<file path="config.mk">
export PLATFORM = sky130hd
export DESIGN_NAME = loaacc_top
export DESIGN_NICKNAME = d
export VERILOG_FILES = /design/src/include/loaacc_pkg.sv /design/src/design/loaacc_top.sv /design/src/design/loaacc_autosync.sv
export SDC_FILE = /design/constraint.sdc
export NUM_CORES = 1
export LEC_CHECK = 0
export ABC_CLOCK_PERIOD_IN_PS = 6800
export BUFFER_PORTS_ARGS = -buffer_cell sky130_fd_sc_hd__buf_4
export CAP_MARGIN = 20
export CORE_ASPECT_RATIO = 0.9
export CORE_MARGIN = 3
export CORE_UTILIZATION = 45
export DETAILED_ROUTE_END_ITERATION = 8
export PLACE_DENSITY = 0.73
export SLEW_MARGIN = 20
export SYNTH_ARGS = -nofsm -noshare
export SYNTH_HDL_FRONTEND = slang
export SYNTH_SLANG_ARGS = --single-unit
</file>
<file path="constraint.sdc">
create_clock -name clk_in -period 6.8 [get_ports clk_in]
set_clock_uncertainty 0.2 [all_clocks]
set_input_delay 0.34 -clock clk_in [delete_from_list [all_inputs] [get_ports clk_in]]
set_output_delay 0.34 -clock clk_in [all_outputs]
set_load 0.005 [all_outputs]
</file>
<file path="src/include/loaacc_pkg.sv">
// Package: register map, fields, carriers and types of the loop one acquisition control
package loaacc_pkg;
    localparam int AW = 18;
    localparam int DW = 32;
    localparam int RW = 8;

    ////////////////////////////////////////////////////////////////////////
    // Register indices; byte address is four times the index
    localparam logic [15:0] IDX_FA_EN  = 16'h2206;
    localparam logic [15:0] IDX_CLEAR  = 16'h2207;
    localparam logic [15:0] IDX_AS_CTL = 16'h2208;
    localparam logic [15:0] IDX_STATUS = 16'h2209;
    localparam logic [15:0] IDX_IRQ_ST = 16'h220A;
    localparam logic [15:0] IDX_IRQ_MK = 16'h220B;
    localparam logic [15:0] IDX_HIST   = 16'h220C;

    ////////////////////////////////////////////////////////////////////////
    // Fast acquisition enable fields
    localparam int EN_FREERUN  = 0;
    localparam int EN_HOLDOVER = 1;
    localparam int EN_FIRST    = 2;
    localparam int EN_NOSYNC   = 3;
    localparam int EN_W        = 4;
    // Clear-state fields
    localparam int CLR_REARM = 0;
    localparam int CLR_HIST  = 1;
    localparam int CLR_DONE  = 3;
    localparam int CLR_MUTE  = 4;
    localparam logic [RW-1:0] CLR_KEEP = 8'h16;
    // Loop status fields
    localparam int ST_DONE   = 0;
    localparam int ST_HAVAIL = 1;
    localparam int ST_MUTE   = 2;
    localparam int ST_ARMED  = 3;
    // Interrupt events
    localparam int IRQ_START = 0;
    localparam int IRQ_DONE  = 1;
    localparam int IRQ_AVG   = 2;
    localparam int IRQ_SYNC  = 3;
    localparam int IRQ_W     = 4;
    // Autosync mode
    localparam int             AS_MODE_W    = 2;
    localparam logic [1:0]     AS_OFF       = 2'h0;
    localparam logic [1:0]     AS_IMMEDIATE = 2'h1;
    // Reset values
    localparam logic [EN_W-1:0]  FA_EN_RST  = 4'h0;
    localparam logic [RW-1:0]    CLEAR_RST  = 8'h00;
    localparam logic [1:0]       AS_CTL_RST = 2'h0;
    localparam logic [IRQ_W-1:0] IRQ_MK_RST = 4'h0;

    ////////////////////////////////////////////////////////////////////////
    typedef struct packed {
        logic exit_holdover;
        logic exit_freerun;
        logic outputs_syncing;
        logic acq_done_set;
        logic new_avg_valid;
    } loaacc_loop_evt_t;

    typedef enum logic {AS_ARMED, AS_SPENT} loaacc_as_state_t;

    function automatic logic [AW-1:0] reg_addr(input logic [15:0] idx);
        return {idx, 2'b00};
    endfunction
endpackage

</file>
<file path="src/design/loaacc_top.sv">
// Loop one fast acquisition enables, clear-state strobes and Avalon register slave
`timescale 1ns/100ps
module loaacc_top #(
    parameter int HIST_W = 32
) (
    // Clock and reset
    input  wire logic                         clk_in,
    input  wire logic                         reset_in,
    // Avalon-MM slave
    input  wire logic [loaacc_pkg::AW-1:0]    avs_address_in,
    input  wire logic                         avs_read_in,
    input  wire logic                         avs_write_in,
    input  wire logic [loaacc_pkg::DW-1:0]    avs_writedata_in,
    input  wire logic [3:0]                   avs_byteenable_in,
    output logic      [loaacc_pkg::DW-1:0]    avs_readdata_out,
    output logic                              avs_waitrequest_out,
    // Loop events and history
    input  wire loaacc_pkg::loaacc_loop_evt_t loop_evt_in,
    input  wire logic [HIST_W-1:0]            new_avg_word_in,
    // Autosync and mute conditions
    input  wire logic [3:0]                   autosync_cond_in,
    input  wire logic                         analog_locked_in,
    input  wire logic                         automute_trip_in,
    input  wire logic                         autounmute_met_in,
    // Loop controls
    output logic                              fast_acq_start_out,
    output logic                              history_erase_out,
    output logic                              history_avail_out,
    output logic                              mute_out,
    output logic                              output_sync_out,
    output logic                              irq_out
);
    import loaacc_pkg::*;

    ////////////////////////////////////////////////////////////////////////
    // State
    logic              wait_reg;
    logic [DW-1:0]     rdata_reg;
    logic [EN_W-1:0]   fa_en_reg;
    logic [RW-1:0]     clear_reg;
    logic [1:0]        as_mode_reg;
    logic [IRQ_W-1:0]  irq_st_reg;
    logic [IRQ_W-1:0]  irq_mk_reg;
    logic              irq_reg;
    logic              done_reg;
    logic              havail_reg;
    logic [HIST_W-1:0] hist_reg;
    logic              mute_reg;
    logic              start_reg;
    logic              erase_reg;
    logic              as_sync;
    logic              as_armed;

    ////////////////////////////////////////////////////////////////////////
    // Bus decode; one wait cycle, write lands when waitrequest is low
    wire logic          req      = avs_read_in | avs_write_in;
    wire logic          wait_nxt = ~(wait_reg & req);
    wire logic          wr_go    = avs_write_in & ~wait_reg & avs_byteenable_in[0];
    wire logic [RW-1:0] wd       = avs_writedata_in[RW-1:0];

    function automatic logic hit(input logic [AW-1:0] a, input logic [15:0] idx);
        return a == reg_addr(idx);
    endfunction

    wire logic sel_fa  = hit(avs_address_in, IDX_FA_EN);
    wire logic sel_clr = hit(avs_address_in, IDX_CLEAR);
    wire logic sel_as  = hit(avs_address_in, IDX_AS_CTL);
    wire logic sel_st  = hit(avs_address_in, IDX_STATUS);
    wire logic sel_ist = hit(avs_address_in, IDX_IRQ_ST);
    wire logic sel_imk = hit(avs_address_in, IDX_IRQ_MK);
    wire logic sel_hw  = hit(avs_address_in, IDX_HIST);

    wire logic wr_fa  = wr_go & sel_fa;
    wire logic wr_clr = wr_go & sel_clr;
    wire logic wr_as  = wr_go & sel_as;
    wire logic wr_ist = wr_go & sel_ist;
    wire logic wr_imk = wr_go & sel_imk;

    ////////////////////////////////////////////////////////////////////////
    // Clear-state strobes act on the write itself, never on stored bits
    wire logic clr_done = wr_clr & wd[CLR_DONE];
    wire logic clr_hist = wr_clr & wd[CLR_HIST];
    wire logic clr_mute = wr_clr & wd[CLR_MUTE];
    wire logic rearm    = wr_clr & wd[CLR_REARM];

    // Only bits 4, 2 and 1 hold a value; bits 7 to 5, 3 and 0 do not
    wire logic [RW-1:0] clear_nxt = wr_clr ? (wd & CLR_KEEP) : clear_reg;

    ////////////////////////////////////////////////////////////////////////
    // Fast acquisition qualification
    wire logic [EN_W-1:0] en_eff = (fa_en_reg == '0) ? '1 : fa_en_reg;

    wire logic exit_ok   = (loop_evt_in.exit_holdover & en_eff[EN_HOLDOVER])
                         | (loop_evt_in.exit_freerun & en_eff[EN_FREERUN]);
    wire logic first_blk = en_eff[EN_FIRST] & done_reg;
    wire logic sync_blk  = en_eff[EN_NOSYNC] & loop_evt_in.outputs_syncing;
    wire logic start_nxt = exit_ok & ~first_blk & ~sync_blk;

    ////////////////////////////////////////////////////////////////////////
    // Flags; a set in the clearing cycle wins
    wire logic done_nxt   = loop_evt_in.acq_done_set | (done_reg & ~clr_done);
    wire logic havail_nxt = loop_evt_in.new_avg_valid | (havail_reg & ~clr_hist);
    wire logic [HIST_W-1:0] hist_nxt = loop_evt_in.new_avg_valid ? new_avg_word_in
                                                                 : hist_reg;
    // Re-applied mute holds until the unmute condition, which cannot beat the clear
    wire logic mute_nxt = clr_mute | automute_trip_in
                        | (mute_reg & ~autounmute_met_in);

    ////////////////////////////////////////////////////////////////////////
    // Interrupt events, sticky, write one to clear
    wire logic [IRQ_W-1:0] irq_ev = {as_sync, loop_evt_in.new_avg_valid,
                                     loop_evt_in.acq_done_set, start_nxt};
    wire logic [IRQ_W-1:0] irq_clr = wr_ist ? wd[IRQ_W-1:0] : '0;
    logic      [IRQ_W-1:0] irq_st_nxt;

    genvar gi;
    generate
        for (gi = 0; gi < IRQ_W; gi++) begin : g_irq
            assign irq_st_nxt[gi] = irq_ev[gi] | (irq_st_reg[gi] & ~irq_clr[gi]);
        end
    endgenerate

    wire logic [IRQ_W-1:0] irq_mk_nxt = wr_imk ? wd[IRQ_W-1:0] : irq_mk_reg;
    wire logic irq_nxt = |(irq_st_reg & irq_mk_reg);

    ////////////////////////////////////////////////////////////////////////
    // Read mux; unmapped addresses read zero
    wire logic [RW-1:0] st_val = {4'h0, as_armed, mute_reg, havail_reg, done_reg};
    wire logic [DW-1:0] rd_mux =
        sel_fa  ? DW'(fa_en_reg)  :
        sel_clr ? DW'(clear_reg)  :
        sel_as  ? DW'(as_mode_reg) :
        sel_st  ? DW'(st_val)     :
        sel_ist ? DW'(irq_st_reg) :
        sel_imk ? DW'(irq_mk_reg) :
        sel_hw  ? DW'(hist_reg)   : 32'h0000_0000;
    wire logic [DW-1:0] rdata_nxt = (wait_reg & avs_read_in) ? rd_mux : rdata_reg;

    // Condition chosen by the autosync mode
    wire logic as_cond = autosync_cond_in[as_mode_reg];

    ////////////////////////////////////////////////////////////////////////
    // Registers
    always_ff @(posedge clk_in or posedge reset_in) begin
        if (reset_in) begin
            wait_reg  <= 1'b1;
            rdata_reg <= 32'h0000_0000;
        end else begin
            wait_reg  <= wait_nxt;
            rdata_reg <= rdata_nxt;
        end
    end

    always_ff @(posedge clk_in or posedge reset_in) begin
        if (reset_in) begin
            fa_en_reg   <= FA_EN_RST;
            clear_reg   <= CLEAR_RST;
            as_mode_reg <= AS_CTL_RST;
            irq_mk_reg  <= IRQ_MK_RST;
        end else begin
            fa_en_reg   <= wr_fa ? wd[EN_W-1:0] : fa_en_reg;
            clear_reg   <= clear_nxt;
            as_mode_reg <= wr_as ? wd[1:0] : as_mode_reg;
            irq_mk_reg  <= irq_mk_nxt;
        end
    end

    always_ff @(posedge clk_in or posedge reset_in) begin
        if (reset_in) begin
            done_reg   <= 1'b0;
            havail_reg <= 1'b0;
            hist_reg   <= '0;
            mute_reg   <= 1'b0;
        end else begin
            done_reg   <= done_nxt;
            havail_reg <= havail_nxt;
            hist_reg   <= hist_nxt;
            mute_reg   <= mute_nxt;
        end
    end

    always_ff @(posedge clk_in or posedge reset_in) begin
        if (reset_in) begin
            start_reg  <= 1'b0;
            erase_reg  <= 1'b0;
            irq_st_reg <= '0;
            irq_reg    <= 1'b0;
        end else begin
            start_reg  <= start_nxt;
            erase_reg  <= clr_hist;
            irq_st_reg <= irq_st_nxt;
            irq_reg    <= irq_nxt;
        end
    end

    ////////////////////////////////////////////////////////////////////////
    // Autosync one-shot
    loaacc_autosync u_autosync (
        .clk_in    (clk_in),
        .reset_in  (reset_in),
        .mode_in   (as_mode_reg),
        .cond_in   (as_cond),
        .rearm_in  (rearm),
        .locked_in (analog_locked_in),
        .sync_out  (as_sync),
        .armed_out (as_armed)
    );

    assign avs_readdata_out    = rdata_reg;
    assign avs_waitrequest_out = wait_reg;
    assign fast_acq_start_out  = start_reg;
    assign history_erase_out   = erase_reg;
    assign history_avail_out   = havail_reg;
    assign mute_out            = mute_reg;
    assign output_sync_out     = as_sync;
    assign irq_out             = irq_reg;
endmodule

</file>
<file path="src/design/loaacc_autosync.sv">
// Autosync one-shot for channel one outputs
`timescale 1ns/100ps
module loaacc_autosync (
    // Clock and reset
    input  wire logic                             clk_in,
    input  wire logic                             reset_in,
    // Control
    input  wire logic [loaacc_pkg::AS_MODE_W-1:0] mode_in,
    input  wire logic                             cond_in,
    input  wire logic                             rearm_in,
    input  wire logic                             locked_in,
    // Results
    output logic                                  sync_out,
    output logic                                  armed_out
);
    import loaacc_pkg::*;

    loaacc_as_state_t state_reg;
    loaacc_as_state_t state_next;
    logic             cond_reg;
    logic             sync_reg;

    wire logic cond_rise = cond_in & ~cond_reg;
    wire logic enabled   = mode_in != AS_OFF;
    wire logic fire_now  = rearm_in & (mode_in == AS_IMMEDIATE) & locked_in;
    wire logic fire_auto = (state_reg == AS_ARMED) & enabled & cond_rise;
    wire logic sync_next = fire_now | fire_auto;

    always_comb begin
        unique case (state_reg)
            AS_ARMED: state_next = sync_next ? AS_SPENT : AS_ARMED;
            AS_SPENT: state_next = (rearm_in & ~fire_now) ? AS_ARMED : AS_SPENT;
        endcase
    end

    always_ff @(posedge clk_in or posedge reset_in) begin
        if (reset_in) begin
            state_reg <= AS_ARMED;
            cond_reg  <= 1'b0;
            sync_reg  <= 1'b0;
        end else begin
            state_reg <= state_next;
            cond_reg  <= cond_in;
            sync_reg  <= sync_next;
        end
    end

    assign sync_out  = sync_reg;
    assign armed_out = state_reg == AS_ARMED;
endmodule

</file>
==> impl_metrics.tcl, run 1 <==
set metrics [dict create \
    cp_max_fo 14 \
    grt_first_pass_wirelength_um 15760 \
    hold-worst-slack_ns 0.008635 \
    number_of_detailed_routing_iterations_run_before_antenna_repair 5 \
    final.fill_count 708 \
    yosysWarnings 0 \
    count_of_flip_flops_with_a_built_in_enable_after_synthesis 0 \
    synth.avg_cell_area_um2 11.00 \
    critical_path_start_type "input pin" \
    p_sw_uw 258.4 \
    grt_pass1_vias 3244 \
    detailed_place.area_mm2 0.004946 \
    post-route-period-util_pct 33.39 \
    rsz0062_at_grt "false" \
    design.final.nets 591 \
    post_cts_resized 0 \
    synth_common_cells "90 x dfrtp_1, 75 x nand2_1, 35 x mux2_2" \
    drtAntennaViolNets 0 \
    layout_cells_sized_above_1_pct 36.84 \
    intPower_uw 848.2 \
    worst_ir_drop_on_vdd_mv 0.1239 \
    grt_max_degree 49 \
    timing.final.max_slew_violations 0 \
    maxCapViolCount 0 \
    route.final.wire_length_um 9747 \
    result_of_the_run "finished clean" \
    achievable-frequency_ghz 0.4404 \
    num_io_pins 141 \
    total_negative_slack_ns 0 \
    leakagePower_uw 0.002617 \
    routed-via-count 3248 \
    power.density_mw_per_mm2 206.8 \
    htree_levels 3 \
    routed_wire_length_per_instance_um 15.90 \
    die_area_mm2 0.01009 \
    grt.total_usage_pct 19.85 \
    max_slew_headroom_at_the_worst_pin_pct 51.57 \
    min_path_type "input pin to register" \
    antennaDiodeCount 0 \
    worst_slack_ns 4.529 \
    synth.largest_area_cell "dfrtp_1" \
    post_synth_num_cell_types 45 \
    fin_area_mm2 0.005350 \
    seqPwrFrac_pct 52.0 \
    max_slew.worst_pin.slew_ns 0.7256 \
    floorplan.initialDensity_pct 46.64 \
    yosys_most_used_dff "dfrtp_1" \
    placement.setup.worst_slack_ns 4.119 \
    fp.dieH_um 95.61 \
    fp-row-count 32 \
    critPathKind "input pin to register" \
    drc_errors 0 \
    tritoncts_num_sinks 91 \
    power_uw 1107 \
    postSynthCellCount 365 \
    worst_setup_path_end_kind "register" \
    synth_net_count 467 \
    setup-violations-final 0 \
    cts_buffer_depth 2 \
    cell_area_after_synthesis_mm2 0.004015 \
    synth_seq_cells 91 \
    yosys.cell_count.top_type "dfrtp_1" \
    cp.required_ns 6.83 \
    die_x_um 105.6 \
    switching_share_pct 23.35 \
    synth-seq-area-share_pct 56.75 \
    clockRootBuffer "clkbuf_8" \
    antenna_found_initial 0 \
    cts_tree "done" \
    placement.io_buffers 110 \
    clkLatencyLatePin_ns 0.34 \
    timing.critical_path.arrival_ns 2.30 \
    layout_area_growth_over_synthesis_pct 33.25 \
    timing.final.hold_violations 0 \
    drt_first_iter_violations 184 \
    placeableCoreArea_mm2 0.008608 \
    r2r_setup_slack_ns 4.72 \
    synth.top_cells.by_area "dfrtp_1 56%, mux2_2 9.8%, nand2_1 7.0%" \
    synthDominantCellAreaShare_pct 56.09 \
    power.share.clock_pct 37.4 \
    cts_made_buffers 9 \
    routabilityCongestion 0.9188 \
    share_of_flip_flops_with_an_asynchronous_set_or_reset_pct 100.0 \
    vias_per_cell 5.299 \
    combPwrFrac_pct 10.6 \
    globalRouteOverflowTotal 0 \
    post-dp-hpwl_um 6907 \
    clock_edge_transition_at_the_registers_on_the_reported_setup_and_hold_paths_ns 0.09 \
    timing.final.crit_period_ns 2.271 \
]
kinds of logic after synthesis:
family | share of synthesized area [%]
compound gates | 9.380
buf+inv | 3.241
flops | 56.75
mux | 12.00
simple gates | 18.64
worst max-delay path: stages:
cell and delay [ns]:
buf_4 0.12, nor4b_4 0.38, nand2_1 0.38, nor4_4 0.65
a21oi_1 0.15, a221o_1 0.28
power groups by stage:
stage                     registers [uW]  clock network (uW)  logic (uW)
after floorplan                      583                   0        55.1
after global placement               585                   0         108
after detailed placement             586                   0         110
after CTS                            576                 425         115
after global routing                 579                 450         130
final                                575                 414         118
metrics by stage:
stage / instances / util [%]
detailed placement: 580 / 57.46
global route: 613 / 62.15
floorplan: 365 / -
CTS: 605 / 61.22
global placement: 580 / 57.46
finish: 613 / 62.15
metal layers:
layer,wire length [um],global-route usage (%),vias to the layer above
met5,0,0,-
met4,95,5.394,0
met3,544,4.265,10
met2,5027,33.60,119
met1,4080,26.12,1586
li1,-,-,1533
path summary, 6_finish.rpt:
kind                                startpoint                   end  depth (start not counted)
max                          avs_address_in[9]  u_autosync.state_reg                          6
min                         new_avg_word_in[1]           hist_reg[1]                          3
max reg2reg                avs_waitrequest_out         irq_st_reg[3]                          5
min reg2reg                u_autosync.sync_out         irq_st_reg[3]                          1
max in group asynchronous             reset_in  avs_readdata_out[25]                          4
min in group asynchronous             reset_in  avs_readdata_out[19]                          3
cell type report:
type / instances / area [um^2] / area share, %
flip-flops and latches: 91 / 2278 / 42.59
multi-input cells: 242 / 1609 / 30.07
clock inverters: 6 / 96.34 / 1.801
clock buffers: 10 / 137.6 / 2.572
well taps: 119 / 148.9 / 2.783
repair buffers: 131 / 1026 / 19.18
inverters: 14 / 53.80 / 1.006
layout by cell type (no fill, tap or decap), types with 5 or more instances in the layout:
master,n
buf_4,114
dfrtp_1,90
nand2_1,75
mux2_2,35
nand3_1,29
dlygate4sd3_1,17
inv_1,13
o21ai_0,11
nor2_1,10
clkbuf_8,10
a22oi_1,8
a21o_1,8
a21oi_1,7
nor3_1,6
nor4_1,5
what timing repair did:
action | in CTS | in global routing
hold endpoints to repair | 50 | 8
hold buffers | 9 | 8
setup buffers | 0 | 0
Power figures use the tool's default switching activity.
==> inputs of run 2 (changes only) <==
- ABC_AREA: default -> 1
- ABC_CLOCK_PERIOD_IN_PS: 6800 -> 2000
- PLACE_DENSITY: 0.73 -> 0.76
- clock period: 6.8 -> 2 ns (I/O delays scaled with it)
==> impl_metrics.tcl, run 2 <==
set metrics [dict create \
    result_of_the_run "finished clean" \
    achievable-frequency_ghz 0.5097 \
    synth.mux.area_fraction_pct 0 \
    synth-seq-area-share_pct 55.02 \
    power.density_mw_per_mm2 648.3 \
    max_slew.worst_pin.slew_ns 0.6044 \
    yosys.cell_count.top_type "nand2_1" \
    total_negative_slack_ns 0 \
    drtAntennaViolNets 0 \
    globalRouteOverflowTotal 0 \
    placeableCoreArea_mm2 0.008768 \
    utilization_pct 69.65 \
    route.final.wire_length_um 11990 \
    synth_xor_xnor_area_share_pct 0 \
    fp.dieH_um 97.01 \
    postSynthCellCount 465 \
    tritoncts_num_sinks 91 \
    synth-adder-area-share_pct 0 \
    placement.setup.worst_slack_ns 0.1616 \
    floorplan.initialDensity_pct 47.23 \
    vias_per_cell 5.022 \
    layout_commonest_cell "nand2_1" \
    intPower_uw 3008 \
    synth.largest_area_cell "dfrtp_1" \
    cells_along_the_critical_path "dlygate4sd3_1, buf_4, nand2_1, dlygate4sd3_1, o21ai_0, dlygate4sd3_1" \
    grt.total_usage_pct 23.42 \
    die_x_um 107.1 \
    busiest_layer "met2" \
    worstHoldPathCells 2 \
    cts_made_buffers 9 \
    post-route-period-util_pct 98.10 \
    layout_area_growth_over_synthesis_pct 47.46 \
    timing.critical_path.mode_cell "dlygate4sd3_1" \
    die_area_mm2 0.01039 \
    layout_cells_sized_above_1_pct 29.18 \
    timing.final.crit_period_ns 1.962 \
    placement.io_buffers 110 \
    worst_r2r_path_depth 8 \
    design.final.nets 755 \
    worst_ir_drop_on_vdd_mv 0.5079 \
    number_of_detailed_routing_iterations_run_before_antenna_repair 4 \
    worst_slack_ns 0.03798 \
    crit_slowest_cell "dlygate4sd3_1" \
    post_synth_num_cell_types 33 \
    cp.required_ns 2.05 \
    synth_net_count 567 \
    globalRouteMet1Util_pct 32.31 \
    critical_path_start_type "input pin" \
    cts_buffer_depth 2 \
    routed-via-count 3902 \
    drt_first_iter_violations 186 \
    synth.avg_cell_area_um2 8.906 \
    yosysWarnings 0 \
    critPathKind "input pin to register" \
    grt_max_degree 42 \
    cts_setup_buffers 0 \
    setup-violations-final 0 \
    grt_util_met3_pct 3.602 \
    yosys_most_used_dff "dfrtp_1" \
    crit_path_max_incr_delay_ns 0.57 \
    clkLatencyLatePin_ns 0.35 \
    drc_errors 0 \
    routed_wire_length_per_instance_um 15.44 \
    routabilityCongestion 0.8438 \
    power.share.clock_pct 38.1 \
    fp-row-count 32 \
    clockRootBuffer "clkbuf_8" \
    layout.cells.most_common_list "129 x nand2_1, 116 x buf_4, 90 x dfrtp_1, 71 x dlygate4sd3_1, 50 x inv_1" \
    p_sw_uw 951.4 \
    antenna_found_initial 0 \
    timing.critical_path.arrival_ns 2.01 \
    maxCapViolCount 0 \
    synth-compound-area-share_pct 14.32 \
    post_synthesis_simple_gate_area_fraction_pct 23.47 \
    synth_common_cells "129 x nand2_1, 90 x dfrtp_1, 51 x inv_1" \
    seqPwrFrac_pct 49.0 \
    count_of_flip_flops_with_a_built_in_enable_after_synthesis 0 \
    max_slew_headroom_at_the_worst_pin_pct 59.62 \
    num_io_pins 141 \
    cell_area_after_synthesis_mm2 0.004141 \
    synthDominantCellAreaShare_pct 54.38 \
    hold-worst-slack_ns 0.01558 \
    combPwrFrac_pct 12.9 \
    cp_max_fo 1 \
    rsz0062_at_grt "false" \
    antennaDiodeCount 0 \
    share_of_flip_flops_with_an_asynchronous_set_or_reset_pct 100.0 \
    min_path_type "input pin to register" \
    switching_share_pct 24.03 \
    cts_tree "done" \
    synth.top_cells.by_area "dfrtp_1 54%, nand2_1 12%, o21ai_0 5.7%" \
    timing.final.max_slew_violations 0 \
    worst_setup_path_end_kind "register" \
    timing.final.hold_violations 0 \
    grt_first_pass_wirelength_um 19480 \
    largest_family_of_logic_cells_by_synthesized_area "simple AND/OR/NAND/NOR gates" \
    htree_levels 3 \
    grt_pass1_vias 3943 \
    synth_seq_cells 91 \
    met2_use_gr_pct 38.53 \
    clock_edge_transition_at_the_registers_on_the_reported_setup_and_hold_paths_ns 0.11 \
    leakagePower_uw 0.003030 \
    post-dp-hpwl_um 7581 \
]
run 2: cell count changes after synthesis, moves of 8 or more:
| cell | delta |
|---|---|
| o21ai_0 | +36 |
| nand4_1 | +9 |
| nand2_1 | +54 |
| nand3_1 | -22 |
| inv_1 | +37 |
| o21ai_2 | +21 |
| o21ai_1 | +20 |
| nor2_1 | +12 |
| mux2_2 | -35 |
| a21o_1 | -8 |
run 2: worst max-delay path: cells and delay by family:
| family | cells | cell delay [ns] |
|---|---|---|
| AO/OA/AOI/OAI | 1 | 0.06 |
| buffers and inverters | 4 | 1.79 |
| AND/OR/NAND/NOR | 1 | 0.06 |
run 2: through the flow:
step	total power, uW	cell area (um^2)	std cells
2_1_floorplan	2154	4145	465
3_3_place_gp	2347	5134	689
3_5_place_dp	2358	5134	689
4_1_cts	3970	6100	777
5_1_grt	4125	6107	777
6_report	3959	6107	777
run 2: cell families after synthesis:
| group | count (synthesis) |
|---|---|
| flip-flops | 91 |
| buffers and inverters | 73 |
| AND/OR/NAND/NOR | 201 |
| AO/OA/AOI/OAI | 100 |
run 2: final cells by class:
type / count / area (um^2)
timing repair buffer: 189 / 1622
multi-input combinational: 302 / 1583
inverter: 60 / 230.2
sequential: 91 / 2278
clock buffer: 9 / 123.9
fill: 642 / 2661
tap: 119 / 148.9
clock inverter: 7 / 121.4
run 2: worst paths after layout:
| check | start | end | slack, ns |
|---|---|---|---|
| setup reg to reg | as_mode_reg[1] | u_autosync.state_reg | 0.20 |
| hold / removal | loop_evt_in[0] | hist_reg[17] | 0.02 |
| hold reg to reg | hist_reg[2] | hist_reg[2] | 0.28 |
| setup / recovery | new_avg_word_in[18] | hist_reg[18] | 0.04 |
| min in group asynchronous | reset_in | avs_readdata_out[3] | 0.18 |
| max in group asynchronous | reset_in | hist_reg[31] | 0.89 |
run 2: routing by layer:
layer,vias up,wire length (um)
li1,1879,-
met1,1895,5188
met2,112,6096
met5,-,0
met4,0,191
met3,16,518
run 2: what timing repair did:
| item | in CTS | in global routing |
|---|---|---|
| endpoints found under the hold margin | 79 | 0 |
| endpoints found under the setup margin | 0 | 17 |
| hold buffers | 72 | 0 |
| gates resized for setup | 0 | 1 |
run 2: power groups by stage:
stage	Sequential, uW	Combinational (uW)	Clock (uW)
5_1_grt	1950	567	1610
3_5_place_dp	1980	382	0
2_1_floorplan	1970	185	0
3_3_place_gp	1970	373	0
4_1_cts	1940	501	1530
6_report	1940	511	1510
==> inputs of run 3 (changes only) <==
- ABC_CLOCK_PERIOD_IN_PS: 2000 -> 2040
- PLACE_DENSITY: 0.76 -> 0.73
- SETUP_SLACK_MARGIN: default -> 0.3
- clock period: 2 -> 2.04 ns (I/O delays scaled with it)
==> impl_metrics.tcl, run 3 (synthesis results as in run 2) <==
set metrics [dict create \
    maxCapViolCount 0 \
    drtAntennaViolNets 0 \
    placement.setup.worst_slack_ns 0.09671 \
    clock_edge_transition_at_the_registers_on_the_reported_setup_and_hold_paths_ns 0.09 \
    utilization_pct 67.38 \
    power.density_mw_per_mm2 610.3 \
    achievable-frequency_ghz 0.5965 \
    clockRootBuffer "clkbuf_8" \
    design.final.nets 740 \
    regToRegEndpoint "avs_readdata_out[26]" \
    seq_area_mm2 0.002278 \
    num_io_pins 141 \
    placeableCoreArea_mm2 0.008768 \
    worstHoldPathCells 3 \
    vias_per_cell 4.951 \
    layout_cells_sized_above_1_pct 29.70 \
    grt_max_degree 92 \
    rsz0062_at_grt "false" \
    path_delay_family "flip-flops" \
    min_from "loop_evt_in[0]" \
    post_layout_nonfiller_instances 762 \
    worstHoldEndpoint "hist_reg[5]" \
    leakagePower_uw 0.002944 \
    layout_area_growth_over_synthesis_pct 42.66 \
    antennaDiodeCount 0 \
    routed-via-count 3773 \
    drc_errors 0 \
    floorplan.initialDensity_pct 47.23 \
    min_path_type "input pin to register" \
    cts_tree "done" \
    cp.required_ns 2.10 \
    critical_path_start_type "register" \
    final.fill_count 681 \
    crit_path_max_incr_delay_ns 0.58 \
    setup-violations-final 0 \
    layout_commonest_cell "nand2_1" \
    antenna_found_initial 0 \
    timing.final.hold_violations 0 \
    worst_slack_ns 0.3637 \
    cp_max_fo 14 \
    post-dp-hpwl_um 7263 \
    drt_first_iter_violations 227 \
    worst_r2r_path_depth 4 \
    cts_buffer_depth 2 \
    timing.critical_path.arrival_ns 1.74 \
    r2r_setup_slack_ns 0.36 \
    route.final.wire_length_um 11000 \
    grt_pass1_vias 3726 \
    dp.cells 687 \
    globalRouteOverflowTotal 0 \
    layout.cells.most_common_list "129 x nand2_1, 115 x buf_4, 90 x dfrtp_1, 58 x dlygate4sd3_1, 48 x inv_1" \
    timing.final.max_slew_violations 0 \
    total_negative_slack_ns 0 \
    number_of_buffers_and_inverters_on_the_critical_path 1 \
    fp.dieH_um 97.01 \
    tritoncts_num_sinks 91 \
    post-route-period-util_pct 82.17 \
    worst_r2r_startpoint "avs_waitrequest_out" \
    critPathKind "register to register" \
    multiInputGateArea_mm2 0.001588 \
    grt_first_pass_wirelength_um 18100 \
    clkLatencyLatePin_ns 0.35 \
    placement.io_buffers 110 \
    crit_slowest_cell "dfstp_2" \
    routabilityCongestion 0.9196 \
    grt.total_usage_pct 21.78 \
    number_of_detailed_routing_iterations_run_before_antenna_repair 5 \
    die_area_mm2 0.01039 \
    timing.final.crit_period_ns 1.676 \
    max_slew.worst_pin.slew_ns 0.4868 \
    die_x_um 107.1 \
    cts_made_buffers 9 \
    htree_levels 3 \
    worst_setup_path_end_kind "register" \
    worst_ir_drop_on_vdd_mv 0.4854 \
    fp-row-count 32 \
    cells_along_the_critical_path "nand2_1, inv_2, nand3_4, o21ai_0" \
    result_of_the_run "finished clean" \
    max_slew_headroom_at_the_worst_pin_pct 67.55 \
    routed_wire_length_per_instance_um 14.44 \
]
==> run 3: cell types whose count changed in the layout (fill, tap and decap cells not counted) <==
cell,previous run,this run
inv_1,50,48
bufinv_16,3,1
inv_2,7,9
dlygate4sd3_1,71,58
nor2_4,5,6
buf_4,116,115
buf_12,2,1
clkinv_2,2,1
clkbuf_1,0,1
nor2_2,7,6
clkinvlp_4,1,3
==> run 3: worst register-to-register path, stage by stage (launching register included) <==
cell and delay (ns):
dfstp_2 0.58, nand2_1 0.09, inv_2 0.16, nand3_4 0.25
o21ai_0 0.31
==> run 3: report_power, final <==
part | switching, uW | internal (uW) | total (uW)
Sequential | 29.9 | 1870 | 1900
Clock | 660 | 578 | 1240
Combinational | 236 | 229 | 465
Total | 926 | 2680 | 3610
==> run 3: per-layer routing <==
metal  up-vias  share of wire (%)  GRT usage, %
met4         0                1.2         6.490
met3        12                5.2         4.003
li1       1848                  -             -
met2       113                 51         36.94
met5         -                  0             0
met1      1800                 43         28.34
==> run 3: worst max-delay path by stage <==
stage | end | cells after the start | start
finish | avs_readdata_out[26] | 4 | avs_waitrequest_out
global route | avs_readdata_out[26] | 4 | avs_waitrequest_out
CTS | avs_readdata_out[30] | 4 | avs_waitrequest_out
detailed placement | avs_readdata_out[26] | 8 | avs_address_in[13]
global placement | avs_readdata_out[31] | 8 | avs_address_in[14]
floorplan | avs_readdata_out[10] | 5 | avs_waitrequest_out
==> run 3: repair_timing <==
| action | 4_1_cts | 5_1_grt |
|---|---|---|
| gates resized for setup | 1 | 3 |
| hold endpoints to repair | 149 | 0 |
| pin swaps | 1 | 1 |
| hold buffers | 58 | 0 |
| buffers inserted | 0 | 0 |
| gates cloned | 1 | 0 |
| setup endpoints to repair | 27 | 29 |
==> run 3: metrics by stage <==
stage / total power [uW] / area [um^2] / hold slack (ns)
6_report: 3606 / 5908 / 0.008754
5_1_grt: 3766 / 5908 / 0.02631
4_1_cts: 3630 / 5903 / 0.001277
3_5_place_dp: 2306 / 5106 / 0.07888
3_3_place_gp: 2293 / 5106 / 0.06649
2_1_floorplan: 2111 / 4145 / -0.03495
==> run 3: cell type report <==
cell class,count,area share (%)
sequential,91,38.56
timing repair buffer,174,24.78
multi-input combinational,302,26.87
tap,119,2.520
clock buffer,10,2.160
clock inverter,6,1.207
inverter,60,3.897
